===== src/hw/osc_stop_pkg.sv =====
// package: register map, field layouts and constants of the clock fallback block
package osc_stop_pkg;

    // ----------------------------------------
    // register byte offsets
    // ----------------------------------------
    localparam logic [7:0] OFF_SYS_DIV = 8'h00;
    localparam logic [7:0] OFF_CLK_SRC = 8'h04;
    localparam logic [7:0] OFF_PLL_CTRL = 8'h08;
    localparam logic [7:0] OFF_MAIN_OSC = 8'h0c;
    localparam logic [7:0] OFF_SUP_CTRL = 8'h10;
    localparam logic [7:0] OFF_SUP_STAT = 8'h14;
    localparam logic [7:0] OFF_NMI_EN = 8'h18;

    // ----------------------------------------
    // field positions and widths
    // ----------------------------------------
    localparam int SRC_W = 3;
    localparam int PLL_W = 16;
    localparam int MAIN_OSC_STOP_POS = 0;
    localparam int SUP_ENABLE_POS = 0;
    localparam int STOP_FLAG_POS = 0;
    localparam int NMI_OSC_EN_POS = 0;

    // ----------------------------------------
    // clock sources
    // ----------------------------------------
    typedef enum logic [SRC_W-1:0] {
        SRC_LOW_SPEED = 3'h0,
        SRC_HIGH_SPEED = 3'h1,
        SRC_MAIN_OSC = 3'h2,
        SRC_SUB_OSC = 3'h3,
        SRC_PLL = 3'h4
    } clk_src_t;

    // one 32-bit divider word, all fields updated by one write
    typedef struct packed {
        logic [3:0] flashDiv;
        logic [3:0] coreDiv;
        logic [3:0] reservedHi;
        logic [3:0] busDiv;
        logic [3:0] periphADiv;
        logic [3:0] periphBDiv;
        logic [7:0] reservedLo;
    } sys_div_t;

    // apb request as seen by the slave
    typedef struct packed {
        logic sel;
        logic enable;
        logic write;
        logic [7:0] addr;
        logic [31:0] wdata;
    } apb_req_t;

    // ----------------------------------------
    // reset values and constants
    // ----------------------------------------
    localparam logic [31:0] SYS_DIV_RESET = 32'h0000_0000;
    localparam logic [PLL_W-1:0] PLL_RESET = 16'h0000;
    localparam logic MAIN_OSC_STOP_RESET = 1'b1;
    localparam int LOW_SPEED_KHZ = 125;
    localparam logic [1:0] ROM_RAM_CYCLES = 2'h1;
    localparam logic [6:0] FLASH_WAIT_MAX = 7'h40;

endpackage : osc_stop_pkg


===== src/hw/osc_stop_fallback.sv =====
// clock source selection with main oscillator stop supervision and fallback
//
// The register addresses and the APB slave port are this design's own decisions.
module osc_stop_fallback (
    input wire logic mclk,
    input wire logic sys_rst,
    input wire logic psel,
    input wire logic penable,
    input wire logic pwrite,
    input wire logic [7:0] paddr,
    input wire logic [31:0] pwdata,
    output logic [31:0] prdata,
    output logic pready,
    output logic pslverr,
    input wire logic mainOscStopped,
    output osc_stop_pkg::clk_src_t sysClkSource,
    output osc_stop_pkg::sys_div_t sysDividers,
    output logic [osc_stop_pkg::PLL_W-1:0] pllSetting,
    output logic mainOscStop,
    output logic oscStopNmi,
    output logic rtcMainFeedValid,
    output logic watchdogClkRun,
    output logic [6:0] dataFlashWait,
    output logic [1:0] romRamCycles
);

    // ----------------------------------------
    // bus decode
    // ----------------------------------------
    osc_stop_pkg::apb_req_t req;
    logic setupPhase;
    logic accessPhase;
    logic wrStrobe;
    logic mapped;

    // address check is used for the error answer and for the write strobe
    function automatic logic is_mapped(input logic [7:0] a);
        if (a == osc_stop_pkg::OFF_SYS_DIV) return 1'b1;
        else if (a == osc_stop_pkg::OFF_CLK_SRC) return 1'b1;
        else if (a == osc_stop_pkg::OFF_PLL_CTRL) return 1'b1;
        else if (a == osc_stop_pkg::OFF_MAIN_OSC) return 1'b1;
        else if (a == osc_stop_pkg::OFF_SUP_CTRL) return 1'b1;
        else if (a == osc_stop_pkg::OFF_SUP_STAT) return 1'b1;
        else if (a == osc_stop_pkg::OFF_NMI_EN) return 1'b1;
        else return 1'b0;
    endfunction

    assign req = '{sel: psel, enable: penable, write: pwrite, addr: paddr, wdata: pwdata};
    assign setupPhase = req.sel && !req.enable;
    assign accessPhase = req.sel && req.enable;
    assign mapped = is_mapped(req.addr);
    // writes land only at the completing edge of the access phase
    assign wrStrobe = accessPhase && req.write && mapped;
    // zero wait states: read data is fetched during setup
    assign pready = 1'b1;
    assign pslverr = accessPhase && !mapped;

    // ----------------------------------------
    // write decode
    // ----------------------------------------
    // named enables keep each next-state line down to one condition
    logic wrSysDiv;
    logic wrClkSrc;
    logic wrPll;
    logic wrMainOsc;
    logic wrSupCtrl;
    logic wrSupStat;
    logic wrNmiEn;

    // only mapped access cycles can raise an enable
    assign wrSysDiv = wrStrobe && req.addr == osc_stop_pkg::OFF_SYS_DIV;
    assign wrClkSrc = wrStrobe && req.addr == osc_stop_pkg::OFF_CLK_SRC;
    assign wrPll = wrStrobe && req.addr == osc_stop_pkg::OFF_PLL_CTRL;
    assign wrMainOsc = wrStrobe && req.addr == osc_stop_pkg::OFF_MAIN_OSC;
    assign wrSupCtrl = wrStrobe && req.addr == osc_stop_pkg::OFF_SUP_CTRL;
    assign wrSupStat = wrStrobe && req.addr == osc_stop_pkg::OFF_SUP_STAT;
    assign wrNmiEn = wrStrobe && req.addr == osc_stop_pkg::OFF_NMI_EN;

    // ----------------------------------------
    // registers
    // ----------------------------------------
    // software-visible state; narrow fields sit in the low bits of their word
    logic [31:0] sysDivReg;
    logic [31:0] sysDivNext;
    logic [osc_stop_pkg::SRC_W-1:0] srcFieldReg;
    logic [osc_stop_pkg::SRC_W-1:0] srcFieldNext;
    logic [osc_stop_pkg::PLL_W-1:0] pllReg;
    logic [osc_stop_pkg::PLL_W-1:0] pllNext;
    logic mainStopReg;
    logic mainStopNext;
    logic supEnableReg;
    logic supEnableNext;
    logic stopFlagReg;
    logic stopFlagNext;
    logic nmiEnableReg;
    logic nmiEnableNext;
    logic [31:0] rdataReg;
    logic [31:0] rdataNext;
    logic stopEvent;
    logic clearReq;
    logic srcIsLow;

    // one full-word write replaces every divider field at once
    assign sysDivNext = wrSysDiv ?
        req.wdata : sysDivReg;
    assign srcFieldNext = wrClkSrc ?
        req.wdata[osc_stop_pkg::SRC_W-1:0] : srcFieldReg;
    assign pllNext = wrPll ?
        req.wdata[osc_stop_pkg::PLL_W-1:0] : pllReg;
    assign mainStopNext = wrMainOsc ?
        req.wdata[osc_stop_pkg::MAIN_OSC_STOP_POS] : mainStopReg;
    assign supEnableNext = wrSupCtrl ?
        req.wdata[osc_stop_pkg::SUP_ENABLE_POS] : supEnableReg;
    assign nmiEnableNext = wrNmiEn ?
        req.wdata[osc_stop_pkg::NMI_OSC_EN_POS] : nmiEnableReg;

    // stop detection only counts while supervision is on
    assign stopEvent = supEnableReg && mainOscStopped;
    assign srcIsLow = srcFieldReg == osc_stop_pkg::SRC_LOW_SPEED;
    // a clear is writing zero; it is dropped unless low-speed is already chosen
    assign clearReq = wrSupStat && !req.wdata[osc_stop_pkg::STOP_FLAG_POS] &&
        srcIsLow;
    // detection wins over a clear in the same cycle so no stop is lost
    assign stopFlagNext = stopEvent ? 1'b1 : (clearReq ? 1'b0 : stopFlagReg);

    // read mux, registered in setup so prdata is a flop output
    // unmapped offsets read as zero, so probing the map is harmless
    assign rdataNext = !setupPhase ? rdataReg :
        (req.addr == osc_stop_pkg::OFF_SYS_DIV) ? sysDivReg :
        (req.addr == osc_stop_pkg::OFF_CLK_SRC) ? {29'h0, srcFieldReg} :
        (req.addr == osc_stop_pkg::OFF_PLL_CTRL) ? {16'h0, pllReg} :
        (req.addr == osc_stop_pkg::OFF_MAIN_OSC) ? {31'h0, mainStopReg} :
        (req.addr == osc_stop_pkg::OFF_SUP_CTRL) ? {31'h0, supEnableReg} :
        (req.addr == osc_stop_pkg::OFF_SUP_STAT) ? {31'h0, stopFlagReg} :
        (req.addr == osc_stop_pkg::OFF_NMI_EN) ? {31'h0, nmiEnableReg} : 32'h0;

    // register update, all state has a reset value
    always_ff @(posedge mclk) begin
        if (sys_rst) begin
            sysDivReg <= osc_stop_pkg::SYS_DIV_RESET;
            srcFieldReg <= osc_stop_pkg::SRC_LOW_SPEED;
            pllReg <= osc_stop_pkg::PLL_RESET;
            mainStopReg <= osc_stop_pkg::MAIN_OSC_STOP_RESET;
            supEnableReg <= 1'b0;
            stopFlagReg <= 1'b0;
            nmiEnableReg <= 1'b0;
            rdataReg <= 32'h0;
        end else begin
            sysDivReg <= sysDivNext;
            srcFieldReg <= srcFieldNext;
            pllReg <= pllNext;
            mainStopReg <= mainStopNext;
            supEnableReg <= supEnableNext;
            stopFlagReg <= stopFlagNext;
            nmiEnableReg <= nmiEnableNext;
            rdataReg <= rdataNext;
        end
    end

    assign prdata = rdataReg;

    // ----------------------------------------
    // clock steering outputs
    // ----------------------------------------
    // limitation: only the chosen source code leaves here; the glitch-free mux is outside
    logic [osc_stop_pkg::SRC_W-1:0] srcSelNext;
    logic [osc_stop_pkg::SRC_W-1:0] srcSelReg;
    logic nmiReg;
    logic rtcValidReg;
    logic [6:0] flashWaitReg;
    logic [6:0] flashWaitNext;
    logic [3:0] flashDivField;

    // the flag overrides the select field; low-speed source runs at 125 kHz
    // steering from the raw event saves one cycle of running on a dead clock
    assign srcSelNext = (stopFlagReg || stopEvent) ? osc_stop_pkg::SRC_LOW_SPEED :
        srcFieldReg;
    assign flashDivField = sysDivReg[31:28];
    // data flash read wait grows with the flash clock divide ratio
    // beyond a divide step of six the wait simply saturates
    assign flashWaitNext = (flashDivField > 4'h6) ? osc_stop_pkg::FLASH_WAIT_MAX :
        7'(7'h1 << flashDivField);

    // outputs are flops; fallback never touches divider or pll state
    always_ff @(posedge mclk) begin
        if (sys_rst) begin
            srcSelReg <= osc_stop_pkg::SRC_LOW_SPEED;
            nmiReg <= 1'b0;
            rtcValidReg <= 1'b0;
            flashWaitReg <= 7'h1;
        end else begin
            srcSelReg <= srcSelNext;
            nmiReg <= stopFlagNext && nmiEnableReg;
            rtcValidReg <= !mainOscStopped && !mainStopReg;
            flashWaitReg <= flashWaitNext;
        end
    end

    assign sysClkSource = osc_stop_pkg::clk_src_t'(srcSelReg);
    assign sysDividers = sysDivReg;
    assign pllSetting = pllReg;
    assign mainOscStop = mainStopReg;
    assign oscStopNmi = nmiReg;
    // rtc feed stays tied to the main oscillator; it just goes invalid on a stop
    assign rtcMainFeedValid = rtcValidReg;
    // watchdog has its own oscillator, so the fallback never gates it
    assign watchdogClkRun = 1'b1;
    assign dataFlashWait = flashWaitReg;
    // rom and ram stay single cycle whatever the flash divider holds
    assign romRamCycles = osc_stop_pkg::ROM_RAM_CYCLES;
endmodule // osc_stop_fallback


===== config.mk =====
export PLATFORM = sky130hd
export DESIGN_NAME = osc_stop_fallback
export DESIGN_NICKNAME = d
export VERILOG_FILES = /design/src/hw/osc_stop_pkg.sv /design/src/hw/osc_stop_fallback.sv
export SDC_FILE = /design/constraint.sdc
export NUM_CORES = 1
export LEC_CHECK = 0
export BUFFER_PORTS_ARGS = -buffer_cell sky130_fd_sc_hd__buf_2
export CAP_MARGIN = 40
export CORE_ASPECT_RATIO = 2
export CORE_MARGIN = 3
export CORE_UTILIZATION = 53
export CTS_BUF_LIST = sky130_fd_sc_hd__clkbuf_4 sky130_fd_sc_hd__clkbuf_8 sky130_fd_sc_hd__clkbuf_16
export DETAILED_ROUTE_END_ITERATION = 12
export HOLD_SLACK_MARGIN = 0.02
export PLACE_DENSITY = 0.9
export SLEW_MARGIN = 20
export SYNTH_ARGS = -nofsm -noshare
export SYNTH_HDL_FRONTEND = slang
export SYNTH_SLANG_ARGS = --single-unit

===== constraint.sdc =====
create_clock -name mclk -period 4.05 [get_ports mclk]
set_input_delay 0.6075 -clock mclk [delete_from_list [all_inputs] [get_ports mclk]]
set_output_delay 0.6075 -clock mclk [all_outputs]
set_load 0.02 [all_outputs]

After elaboration in Yosys (flattened, before gate mapping). Cells that the tools add are included. Widths: inputs -> output; s select.

Flip-flop bits (word level): 99. Input bits: 46. Output and inout port bits: 98. Word-level logic and storage cells: 65.

Magnitude comparators: 1. Equal/unequal tests: 6. Shift operators: 1. Muxes and demuxes: 17. Reduce and logical (&&, ||, !) cells: 27.

Operator list (count): $mux 16 (2); $mux 32 (1); $eq 8x5->1 const B (3); $logic_and 1x1->1 (17); $eq 8x4->1 const B (2); $mux 1 (13); $eq 8x3->1 const B (1); $logic_not 8->1 (1); $mux 7 (1); $shl 1x4->7 const A (1); $logic_not 1->1 (5); $gt 4x3->1 const B (1); $reduce_or 2->1 (2); $logic_not 3->1 (1); $logic_or 1x1->1 (1).

Depth between registers and ports, before layout.
Depth in word-level cells: 15. Mapped depth: 7. Depth with buffers taken out: 4.

Worst setup path before layout. Ideal clock, no wire load.

Kind: in2out. From: input paddr[3]. To: output pslverr. Data arrival time: 1482 ps. Data required time: 3442 ps. Path slack: 1960 ps. Stages: 4. Buffers on the path: 1. Cells stage by stage: clkbuf_1 -> and2_1 -> nand2_1 -> a31oi_1.

Word-level cells in the longest chain between the ends: 10. Elaborated cells between the ends (all ways): 16. Those cells by class: eq/ne: 6; mux: 7; reduce/logical: 3.

Ends and longest elaborated chain: start: declaration (RTL line osc_stop_fallback.sv:10) `input wire logic [7:0] paddr,`; $eq 8x5->1 (RTL line osc_stop_fallback.sv:44) `else if (a == osc_stop_pkg::OFF_NMI_EN) return 1'b1;`; $mux 1 (RTL line osc_stop_fallback.sv:44); $mux 1 (RTL line osc_stop_fallback.sv:43) `else if (a == osc_stop_pkg::OFF_SUP_STAT) return 1'b1;`; $mux 1 (RTL line osc_stop_fallback.sv:42) `else if (a == osc_stop_pkg::OFF_SUP_CTRL) return 1'b1;`; $mux 1 (RTL line osc_stop_fallback.sv:41) `else if (a == osc_stop_pkg::OFF_MAIN_OSC) return 1'b1;`; $mux 1 (RTL line osc_stop_fallback.sv:40) `else if (a == osc_stop_pkg::OFF_PLL_CTRL) return 1'b1;`; $mux 1 (RTL line osc_stop_fallback.sv:39) `else if (a == osc_stop_pkg::OFF_CLK_SRC) return 1'b1;`; $mux 1 * (RTL line osc_stop_fallback.sv:38) `if (a == osc_stop_pkg::OFF_SYS_DIV) return 1'b1;`; $logic_not 1->1 * (RTL line osc_stop_fallback.sv:56) `assign pslverr = accessPhase && !mapped;`; $logic_and 1x1->1 * (RTL line osc_stop_fallback.sv:56); end: declaration (RTL line osc_stop_fallback.sv:14) `output logic pslverr,`.

Mark *: on every way between the ends. The rest lies on a longest branch, timed or not.

Worst setup path after layout.
From: input paddr[1]. To: output pslverr.

The elaborated chain is that of the path after synthesis.

==> flow_metrics.env <==
export IMPL_fin_crit_ns=2.14
export IMPL_max_freq_mhz=467
export IMPL_initial_core_util_pct=55.5
export IMPL_endpoint_kind="primary output"
export IMPL_crit_path_frequent_cell="buf_2"
export IMPL_globalRouteOverflowTotal=0
export IMPL_grt_pass1_vias=3562
export IMPL_antenna_cells=0
export IMPL_yosysMostFrequentCell="dfxtp_1"
export IMPL_clock_sinks=99
export IMPL_power_leakage_nw=2.25
export IMPL_worst_pin_slew_ns=0.745
export IMPL_synth_edff_count=0
export IMPL_holdBufCountCts=0
export IMPL_cts_max_level=3
export IMPL_critPathMaxStageDelay_ns=0.45
export IMPL_seq_area_frac_synth_pct=50.3
export IMPL_track_usage_pct=25.6
export IMPL_switching_power_mw=0.426
export IMPL_p_int_mw=1.50
export IMPL_syn_area_sq_mm=0.00394
export IMPL_yosys_area_top_type="dfxtp_1"
export IMPL_clockBufferDepth=2
export IMPL_fp_row_count=43
export IMPL_fill_cells=605
export IMPL_holdWs_ns=0.456
export IMPL_grt_max_degree=78
export IMPL_status="completed"
export IMPL_required_ns=3.44
export IMPL_fin_ws_ns=1.91
export IMPL_ctsResizeCount=0
export IMPL_portBuffers=139
export IMPL_detail_route_antenna_nets=0
export IMPL_gp_congestion=0.924
export IMPL_viasPerCell=5.63
export IMPL_area_growth_pct=24.1
export IMPL_synth_main_ff_cell="dfxtp_1"
export IMPL_drtIter0Drc=259
export IMPL_die_height_microns=128
export IMPL_power_density_mw_per_mm2=393
export IMPL_vias=3702
export IMPL_sequentialPowerShare_pct=51.2
export IMPL_finalNonFillerCells=657
export IMPL_core_area_sq_mm=0.00710
export IMPL_drc=0
export IMPL_clockRootBuffer="clkbuf_16"
export IMPL_dieArea_sq_mm=0.00857
export IMPL_clock_latency_ns=0.35
export IMPL_dr_pass1_iters=5
export IMPL_finalHoldViolCount=0
export IMPL_hp_class="in -> reg"
export IMPL_layout_drive_gt1_share_pct=32.8
export IMPL_clk_pin_slew_ns=0.06
export IMPL_nNetsFinal=608
export IMPL_startpoint_type="primary input"
export IMPL_routed_wirelength_mm=10.8
export IMPL_maxCapViolCount=0
export IMPL_syn_avg_cell_area_sq_um=8.94
export IMPL_slew_headroom_pct=50.1
export IMPL_path_max_fanout=8
export IMPL_crit_chain="buf_2, nor2_1, a31oi_1, buf_2"
export IMPL_ys_types=41
export IMPL_ir_worst_vdd_mv=0.362
export IMPL_p_clk_share_pct=42.8
export IMPL_critPathBufInv=2
export IMPL_switching_share_pct=22.1
export IMPL_rsz0062_at_grt="no"
export IMPL_yosys_warnings=0
export IMPL_io_pins=144
export IMPL_synth_area_top_cells="dfxtp_1, nand2_1, mux2i_1, a21oi_1, nor2_1"
export IMPL_dp_slack_ns=1.77
export IMPL_async_flop_share_pct=0
export IMPL_path_class="in -> out"
export IMPL_comb_power_share_pct=6.0
export IMPL_synth_cells=441
export IMPL_cp_arrival_ns=1.53
export IMPL_postCtsSetupBuffers=0
export IMPL_dp_cells=640
export IMPL_dieWidth_microns=67.0
export IMPL_cts_buffers=9
export IMPL_min_from="mainOscStopped"
export IMPL_post_synth_most_frequent_cells="dfxtp_1, nand2_1, a21oi_1"
export IMPL_synth_top_area_share_pct=50.3
export IMPL_ys_seq_elements=99
export IMPL_crit_family="simple AND/OR/NAND/NOR gates"
export IMPL_wl_per_cell_microns=16.4
export IMPL_slowest_stage="nor2_1"
export IMPL_reg2reg_from="supEnableReg$_SDFFE_PP0P_"
export IMPL_dp_hpwl_mm=7.53
export IMPL_fin_crit_sh_pct=52.8
export IMPL_power_mw=1.92
export IMPL_finalSetupTns_ns=0
export IMPL_cp_startpoint="paddr[1]"
export IMPL_cts_tree="built"
export IMPL_skew_ns=0.00403
export IMPL_antenna_found_initial=0
export IMPL_final_max_slew_viol_count=0
export IMPL_grt_pass1_wl_mm=16.5
export IMPL_finalSetupViolCount=0
[path summary, 6_finish.rpt]
kind | end | slack (ns) | cells past startpoint
hold reg to reg | prdata[16]$_SDFFE_PP0P_ | 0.46 | 2
setup reg to reg | prdata[0]$_SDFFE_PP0P_ | 2.75 | 4
setup / recovery | pslverr | 1.91 | 4
hold / removal | rtcMainFeedValid$_SDFF_PP0_ | 0.46 | 2
[cells in the final DEF (no fill, tap or decap), types with 2 or more instances in the layout]
cell,count
nand4_1,5
mux2i_1,23
nor3_1,5
nor4_1,2
and2_1,3
nand3_1,6
a221oi_1,13
conb_1,4
and3_1,5
dfxtp_1,99
inv_1,3
nand3_2,10
buf_4,5
nor2b_1,6
a21oi_2,10
nand2_1,89
a21oi_1,45
nor2_1,40
nor4b_1,2
o2111ai_1,2
nand2b_1,5
clkbuf_8,2
and4_1,2
clkbuf_16,9
buf_2,139
clkbuf_4,4
o21ai_0,13
[cell type report]
type	instances	area, sq um	share of cell area (%)
clock buffer	15	283	5.78
multi-input combinational	304	1740	35.5
clock inverter	1	7.51	0.153
tap	90	113	2.30
sequential	99	1980	40.5
inverter	3	11.3	0.230
timing repair buffer	145	761	15.5
[registers in the layout, indices dropped and copies added (netlist names), 3 cells and up]
register,cells
srcFieldReg,3
sysDividers,32
prdata,32
dataFlashWait,7
sysClkSource,3
pllSetting,16
[worst reg2reg max path: cells and delay by family, from the launching register on]
kind            cells  cell delay, ns
buf+inv             1            0.06
compound gates      3            0.77
flops               1            0.38
[cells by family (layout without fill, tap and decap cells)]
group | after synthesis | after routing | share of synthesized area [%]
compound gates | 90 | 90 | 14.3
buf+inv | 40 | 164 | 5.97
flops | 99 | 99 | 50.3
mux | 23 | 23 | 5.84
other cells | 2 | 4 | 0.190
simple gates | 187 | 187 | 23.4
[power by group through the flow]
stage               sequential, mW  clock [mW]  combinational (mW)
finish                       0.985       0.824               0.115
global route                 0.985       0.859               0.124
CTS                          0.985       0.830               0.111
detailed placement            1.01           0               0.111
global placement              1.01           0               0.107
floorplan                     1.02           0              0.0562
[layer usage]
| metal | vias to the layer above | track usage (%) | wire (microns) |
|---|---|---|---|
| li1 | 1750 | - | - |
| met1 | 1736 | 26.2 | 3780 |
| met2 | 178 | 44.7 | 5830 |
| met3 | 38 | 5.79 | 685 |
| met4 | 0 | 16.6 | 492 |
| met5 | - | 0 | 0 |
[per-stage QoR]
step | util [%] | cell area, sq um
after floorplan | - | 3950
after global placement | 64.4 | 4570
after detailed placement | 64.4 | 4570
after CTS | 68.5 | 4860
after global routing | 68.9 | 4890
final | 68.9 | 4890
(Power assumes the default switching activity.)
